## config.mk

```make
export PLATFORM = sky130hd
export DESIGN_NAME = fsc_store_conv
export DESIGN_NICKNAME = d
export VERILOG_FILES = /design/src/verilog/fsc_pkg.sv /design/src/verilog/fsc_shift_if.sv /design/src/verilog/fsc_shifter.sv /design/src/verilog/fsc_store_conv.sv
export SDC_FILE = /design/constraint.sdc
export NUM_CORES = 1
export LEC_CHECK = 0
export BUFFER_PORTS_ARGS = -buffer_cell sky130_fd_sc_hd__clkbuf_2
export CAP_MARGIN = 5
export CORE_UTILIZATION = 60
export CTS_CLUSTER_SIZE = 14
export DETAILED_ROUTE_END_ITERATION = 10
export PLACE_DENSITY = 0.82
export SLEW_MARGIN = 20
export SYNTH_ARGS = -nofsm -noshare
export SYNTH_HDL_FRONTEND = slang
export SYNTH_HIERARCHICAL = 1
export SYNTH_SLANG_ARGS = --single-unit
```

## constraint.sdc

```tcl
create_clock -name ref_clk -period 5.3 [get_ports ref_clk]
set_clock_uncertainty 0.1 [all_clocks]
set_input_delay 1.59 -clock ref_clk [delete_from_list [all_inputs] [get_ports ref_clk]]
set_output_delay 1.59 -clock ref_clk [all_outputs]
set_load 0.02 [all_outputs]
```

## src/verilog/fsc_pkg.sv

```systemverilog
// Purpose: Shared constants and types of the store format converter.
// Assumes: Double format is IEEE-754 binary64, single format binary32.
// Notes:   Offsets are bit positions inside the 64-bit register image.
package fsc_pkg;

    // Register image fields
    localparam int SIGN_POS     = 63;
    localparam int EXP_HI       = 62;
    localparam int EXP_LO       = 52;
    localparam int FRAC_HI      = 51;
    localparam int SFRAC_LO     = 29;   // Lowest fraction bit kept in single format

    // Exponent limits
    localparam logic [10:0] EXP_ZERO      = 11'h000;
    localparam logic [10:0] EXP_ALL_ONES  = 11'h7FF;
    localparam logic [10:0] EXP_DENORM_MAX = 11'd896;  // Highest double exponent that denormalizes
    localparam logic [11:0] EXP_SNG_MIN   = 12'd897;   // Double exponent of single minimum normal

    // Shifter sizing
    localparam int          MANT_W        = 24;        // Hidden bit plus 23 fraction bits
    localparam int          CNT_W         = 5;
    localparam logic [4:0]  SHIFT_MAX     = 5'd23;

    // Values after reset
    localparam logic [63:0] DATA_RST      = 64'h0000_0000_0000_0000;
    localparam logic [23:0] MANT_RST      = 24'h00_0000;
    localparam logic [4:0]  CNT_RST       = 5'h00;

    // Converter sequence states
    typedef enum logic [0:0] {
        FSC_ST_IDLE  = 1'b0,
        FSC_ST_SHIFT = 1'b1
    } fsc_state_t;

endpackage : fsc_pkg

```

## src/verilog/fsc_shift_if.sv

```systemverilog
// Purpose: Carrier between the converter control and its mantissa shifter.
// Assumes: One clock domain; load is a one-cycle pulse.
// Notes:   ctl drives the request, eng returns the shifted mantissa.
`timescale 1ns/1ns
interface fsc_shift_if;
    logic        load;
    logic        left;
    logic [4:0]  count;
    logic [23:0] value;
    logic [23:0] mant;
    logic        busy;
    logic        done;

    modport ctl (output load, output left, output count, output value,
                 input mant, input busy, input done);
    modport eng (input load, input left, input count, input value,
                 output mant, output busy, output done);
endinterface : fsc_shift_if

```

## src/verilog/fsc_shifter.sv

```systemverilog
// Purpose: Bit-serial mantissa shifter, one bit position per clock.
// Assumes: count is 1 to 23 when load is pulsed.
// Notes:   The load edge already makes the first shift, so done pulses
//          right after the edge of the last shift with mant final.
`timescale 1ns/1ns
module fsc_shifter (
    input  wire logic  ref_clk,
    input  wire logic  arst_n,
    fsc_shift_if.eng   sh
);

    typedef struct packed {
        logic [23:0] mant;
        logic [4:0]  cnt;
        logic        left;
        logic        busy;
        logic        done;
    } fsc_shift_st_t;

    fsc_shift_st_t st_reg;
    fsc_shift_st_t st_next;

    // One position per cycle until the count runs out
    always_comb begin
        st_next      = st_reg;
        st_next.done = 1'b0;
        if (sh.load) begin
            // First position moves on the load edge itself
            st_next.mant = sh.left ? {sh.value[22:0], 1'b0}
                                   : {1'b0, sh.value[23:1]};
            st_next.cnt  = sh.count - 5'd1;
            st_next.left = sh.left;
            st_next.busy = (sh.count != 5'd1);
            st_next.done = (sh.count == 5'd1);
        end else if (st_reg.busy) begin
            st_next.mant = st_reg.left ? {st_reg.mant[22:0], 1'b0}
                                       : {1'b0, st_reg.mant[23:1]};
            st_next.cnt  = st_reg.cnt - 5'd1;
            if (st_reg.cnt == 5'd1) begin
                st_next.busy = 1'b0;
                st_next.done = 1'b1;
            end
        end
    end

    // State register
    always_ff @(posedge ref_clk or negedge arst_n) begin
        if (!arst_n) begin
            st_reg <= '{mant: fsc_pkg::MANT_RST, cnt: fsc_pkg::CNT_RST,
                        left: 1'b0, busy: 1'b0, done: 1'b0};
        end else begin
            st_reg <= st_next;
        end
    end

    assign sh.mant = st_reg.mant;
    assign sh.busy = st_reg.busy;
    assign sh.done = st_reg.done;

endmodule : fsc_shifter

```

## src/verilog/fsc_store_conv.sv

```systemverilog
// Purpose: Store format converter between the FP register file and memory.
// Assumes: Register image is double format plus a precision tag; single
//          denormals are held tag single, exponent zero, fraction in 51:29.
// Notes:   One request at a time; result is a one-cycle pulse, no stall.
// Contract
// - Store path always starts from a double-format register value.
// - Single stores narrow the register value to a 32-bit word.
// - Normalized double with exponent 874 to 896 is denormalized, below 874 stored as signed zero, else stored.
// - Denormalization shifts one bit per clock, taking 1 to 23 cycles.
// - Double store of single denormal normalizes, 1 to 23 extra cycles.
// - All other double-store operands pass unchanged with no extra delay.
`timescale 1ns/1ns
module fsc_store_conv (
    input  wire logic        ref_clk,
    input  wire logic        arst_n,
    input  wire logic        req_valid,
    output logic             req_ready,
    input  wire logic        req_single,
    input  wire logic        req_tag_single,
    input  wire logic [63:0] req_data,
    output logic             res_valid,
    output logic             res_single,
    output logic [63:0]      res_data
);

    typedef struct packed {
        fsc_pkg::fsc_state_t state;
        logic                sgn;
        logic                single_op;
        logic [10:0]         exp_base;
        logic                res_valid;
        logic                res_single;
        logic [63:0]         res_data;
    } fsc_conv_st_t;

    fsc_conv_st_t st_reg;
    fsc_conv_st_t st_next;

    fsc_shift_if sh ();

    fsc_shifter u_shift (
        .ref_clk (ref_clk),
        .arst_n  (arst_n),
        .sh      (sh)
    );

    logic        in_sgn;
    logic [10:0] in_exp;
    logic [51:0] in_frac;
    logic [22:0] in_sfrac;
    logic        frac_nz;
    logic        dbl_norm;
    logic        dbl_denorm;
    logic        sng_denorm;
    logic [11:0] dn_dist;
    logic [4:0]  nm_dist;
    logic [31:0] word_direct;

    // Split the register image into its fields
    always_comb begin
        in_sgn   = req_data[fsc_pkg::SIGN_POS];
        in_exp   = req_data[fsc_pkg::EXP_HI:fsc_pkg::EXP_LO];
        in_frac  = req_data[fsc_pkg::FRAC_HI:0];
        in_sfrac = req_data[fsc_pkg::FRAC_HI:fsc_pkg::SFRAC_LO];
        frac_nz  = (in_frac != 52'h0_0000_0000_0000);
        dbl_norm   = !req_tag_single && (in_exp != fsc_pkg::EXP_ZERO)
                     && (in_exp != fsc_pkg::EXP_ALL_ONES);
        dbl_denorm = !req_tag_single && (in_exp == fsc_pkg::EXP_ZERO) && frac_nz;
        sng_denorm = req_tag_single && (in_exp == fsc_pkg::EXP_ZERO) && frac_nz;
    end

    // Shift distances for both directions
    always_comb begin
        dn_dist = fsc_pkg::EXP_SNG_MIN - {1'b0, in_exp};
        nm_dist = fsc_pkg::SHIFT_MAX;
        for (int i = 0; i < 23; i++) begin
            if (in_sfrac[i]) begin
                nm_dist = 5'(23 - i);   // Leading one up to the hidden bit
            end
        end
    end

    assign word_direct = {req_data[63:62], req_data[58:fsc_pkg::SFRAC_LO]};

    // Sequence and result forming
    always_comb begin
        st_next           = st_reg;
        st_next.res_valid = 1'b0;
        sh.load           = 1'b0;
        sh.left           = 1'b0;
        sh.count          = fsc_pkg::CNT_RST;
        sh.value          = fsc_pkg::MANT_RST;
        case (st_reg.state)
            fsc_pkg::FSC_ST_IDLE: begin
                if (req_valid) begin
                    st_next.sgn        = in_sgn;
                    st_next.single_op  = req_single;
                    st_next.exp_base   = in_exp;
                    st_next.res_single = req_single;
                    if (req_single) begin
                        if (dbl_norm && (in_exp <= fsc_pkg::EXP_DENORM_MAX)) begin
                            if (dn_dist > {7'h00, fsc_pkg::SHIFT_MAX}) begin
                                // Too small for single format, truncates to zero
                                st_next.res_data  = {32'h0000_0000, in_sgn, 31'h0000_0000};
                                st_next.res_valid = 1'b1;
                            end else begin
                                sh.load       = 1'b1;
                                sh.left       = 1'b0;
                                sh.count      = dn_dist[4:0];
                                sh.value      = {1'b1, in_sfrac};
                                st_next.state = fsc_pkg::FSC_ST_SHIFT;
                            end
                        end else if (dbl_denorm) begin
                            st_next.res_data  = {32'h0000_0000, in_sgn, 31'h0000_0000};
                            st_next.res_valid = 1'b1;
                        end else begin
                            st_next.res_data  = {32'h0000_0000, word_direct};
                            st_next.res_valid = 1'b1;
                        end
                    end else if (sng_denorm) begin
                        sh.load       = 1'b1;
                        sh.left       = 1'b1;
                        sh.count      = nm_dist;
                        sh.value      = {1'b0, in_sfrac};
                        st_next.exp_base = 11'(fsc_pkg::EXP_SNG_MIN - {7'h00, nm_dist});
                        st_next.state = fsc_pkg::FSC_ST_SHIFT;
                    end else begin
                        st_next.res_data  = req_data;
                        st_next.res_valid = 1'b1;
                    end
                end
            end
            fsc_pkg::FSC_ST_SHIFT: begin
                if (sh.done) begin
                    st_next.state     = fsc_pkg::FSC_ST_IDLE;
                    st_next.res_valid = 1'b1;
                    if (st_reg.single_op) begin
                        st_next.res_data = {32'h0000_0000, st_reg.sgn, 8'h00, sh.mant[22:0]};
                    end else begin
                        st_next.res_data = {st_reg.sgn, st_reg.exp_base,
                                            sh.mant[22:0], 29'h0000_0000};
                    end
                end
            end
            default: begin
                st_next.state = fsc_pkg::FSC_ST_IDLE;
            end
        endcase
    end

    // State register
    always_ff @(posedge ref_clk or negedge arst_n) begin
        if (!arst_n) begin
            st_reg <= '{state: fsc_pkg::FSC_ST_IDLE, sgn: 1'b0, single_op: 1'b0,
                        exp_base: fsc_pkg::EXP_ZERO, res_valid: 1'b0,
                        res_single: 1'b0, res_data: fsc_pkg::DATA_RST};
        end else begin
            st_reg <= st_next;
        end
    end

    // Outputs
    assign req_ready  = (st_reg.state == fsc_pkg::FSC_ST_IDLE);
    assign res_valid  = st_reg.res_valid;
    assign res_single = st_reg.res_single;
    assign res_data   = st_reg.res_data;

endmodule : fsc_store_conv

```

==> summary.txt <==
Status
  – Outcome: finished clean

Setup path
  – Data arrival time of the worst path: 4.78 ns
  – Largest stage delay on the critical path: 0.89 ns
  – CP Max Fanout: 24
  – Crit-path cells: clkbuf_2 > nor4_4 > nand2_1 > nor4_1 > buf_4 > nor4bb_2 > o21ai_1 > inv_1 > buf_4 > inv_1 > o21ai_0
  – Bufs and invs on worst path: 5
  – Required time of the critical path: 5.45 ns
  – Kind of end point of the critical path: flop
  – CP max stage cell: sky130_fd_sc_hd__nor4bb_2
  – Setup crit start kind: input port
  – Kind of cell adding the most delay to the critical path: simple AND/OR/NAND/NOR gates
  – Type of the setup path with the least slack: input port to flop

Power and ir drop
  – Static leakage: 3.81 nW
  – Power Dens Cells: 293 nW/um2
  – Peak supply drop: 0.153 mV
  – Total power after layout: 2.35 mW

Flow run
  – Max-Cap Viols: 0

Timing
  – Post-layout minimum cycle time: 4.62 ns
  – Unrepaired setup endpoints after global routing: false
  – Total Neg Setup Slack: 0 ns
  – Maximum clock frequency: 216 MHz
  – Smallest hold slack: 0.376 ns
  – Final slew viol count: 0
  – Smallest setup slack after layout: 0.675 ns
  – Actual transition at the worst max-transition pin: 1.03 ns
  – Tightest slew margin relative to the limit: 0.303
  – Final period util: 0.873
  – Final-report setup violation count: 0
  – Hold Violations, Final: 0

Clocking
  – Post-CTS setup-driven buffer insertion count: 0
  – H-tree levels: 3
  – Master cell of the clock root buffer: sky130_fd_sc_hd__clkbuf_16
  – Clock transition time at the flip-flop clock pins of the worst setup and hold paths: 0.07 ns
  – Hold buffer count at cts: 0
  – Number of CTS-inserted buffers: 9
  – Skew-Pair Late Insertion Delay: 0.35 ns
  – Sinks on the clock net: 111
  – Clock tree from TritonCTS: built
  – CTS max path bufs: 2
  – PostCTS Resize Cnt: 0

Min path
  – Worst hold path class: flop to flop

Finish
  – Fraction of layout cells with a size suffix above 1: 0.311
  – Final-layout fill cell count: 990
  – Fin area: 8020 um2
  – Number of flip-flops in the largest register: 64
  – Synthesis-to-finish area growth: 4.64%
  – Final-stage net count: 863
  – Non-filler cells in the finished layout: 961
  – Diodes inserted: 0
  – End-of-flow core utilization: 0.656

Placed design
  – I/O Buffers: 135
  – Gpl congestion: 0.966
  – HPWL Detailed: 14.8 mm
  – Placed instance count: 945
  – Area of placed instances: 7720 um2
  – Dpl ws: 0.378 ns

Global route
  – Antenna violations before repair: 0
  – Maximum number of pins on one net before global-route repair: 66
  – Vias in the first global route: 5755
  – GRT Residual Overflow: 0
  – All-layer global routing usage: 0.305
  – Wire length of the first global-routing pass: 30.8 mm

Die
  – Core area: 12200 um2
  – DIE HEIGHT: 115 um
  – Area enclosed by the die boundary: 13200 um2
  – Number of top-level pins: 136
  – Horizontal extent of the die: 115 um
  – Standard-cell row count: 40
  – Initial Utilization: 0.627

Route
  – Initial DRC count: 939
  – Number of nets with antenna violations after routing: 0
  – Via/cell ratio: 6.38
  – Via total after detailed routing: 6127
  – First-pass iteration count of the detailed router: 7
  – WL final: 20.0 mm
  – WL/cell: 20.8 um
  – Number of remaining DRC errors: 0

Yosys
  – Mean post-synth cell area: 10.0 um2
  – Number of warnings printed during yosys synthesis: 6
  – Mapped Area: 7660 um2
  – Mapped Cells: 764
  – Net Count, Synth: 839
-- where the power goes --
group	internal, mW	switching (mW)
registers	0.960	0.127
logic	0.255	0.318
clock network	0.377	0.309
total	1.59	0.755
-- worst paths after layout --
check | end | cells after the start | startpoint | slack [ns]
max in group asynchronous | res_data[10] | 2 | arst_n | 3.01
max reg2reg | u_shift/st_reg[7] | 8 | st_reg[79] | 2.49
min in group asynchronous | res_valid | 1 | arst_n | 1.17
max | u_shift/sh.mant[8] | 11 | req_data[54] | 0.68
min reg2reg | st_reg[75] | 2 | st_reg[75] | 0.38
min | st_reg[75] | 2 | st_reg[75] | 0.38
-- layer usage --
layer  wire length [um]  up-vias  share of wire  GRT usage
met2               9100      404           0.46      0.480
met3               2000       59           0.10     0.0675
met5                  0        -              0          0
met1               8240     2935           0.41      0.420
met4                620        0          0.031     0.0961
li1                   -     2729              -          -
-- cells in the final DEF (no fill, tap or decap), types with 5 or more instances in the layout --
cell                        count
sky130_fd_sc_hd__a211o_1       23
sky130_fd_sc_hd__a21oi_1        8
sky130_fd_sc_hd__a22o_1        32
sky130_fd_sc_hd__a22oi_1       26
sky130_fd_sc_hd__a31oi_1        6
sky130_fd_sc_hd__buf_4         17
sky130_fd_sc_hd__clkbuf_16      9
sky130_fd_sc_hd__clkbuf_2     134
sky130_fd_sc_hd__dfrtp_1      110
sky130_fd_sc_hd__ha_1           6
sky130_fd_sc_hd__inv_1         43
sky130_fd_sc_hd__mux2_2        16
sky130_fd_sc_hd__mux2_4        47
sky130_fd_sc_hd__mux2i_1       51
sky130_fd_sc_hd__nand2_1       43
sky130_fd_sc_hd__nand3_1        6
sky130_fd_sc_hd__nor2_1        55
sky130_fd_sc_hd__nor4_1        11
sky130_fd_sc_hd__o21ai_0       40
sky130_fd_sc_hd__o31ai_1       29
sky130_fd_sc_hd__xor2_1         5
-- worst reg2reg max path: stages (launching register included) --
cell and delay [ns]:
sky130_fd_sc_hd__dfrtp_1 0.41, sky130_fd_sc_hd__nor2b_1 0.76, sky130_fd_sc_hd__nand2_1 0.30, sky130_fd_sc_hd__a22oi_1 0.39, sky130_fd_sc_hd__inv_1 0.10, sky130_fd_sc_hd__ha_1 0.23
sky130_fd_sc_hd__nor3b_1 0.15, sky130_fd_sc_hd__xnor2_1 0.16, sky130_fd_sc_hd__mux2i_1 0.09
-- cell type report --
type / instances / area, um2 / share of cell area
flip-flops and latches: 111 / 2780 / 0.347
clock inverters: 6 / 60.1 / 0.00749
multi-input cells: 471 / 3750 / 0.468
inverters: 43 / 161 / 0.0201
repair buffers: 152 / 818 / 0.102
clock buffers: 10 / 239 / 0.0298
well taps: 168 / 210 / 0.0262
Power figures use the tool's default switching activity.
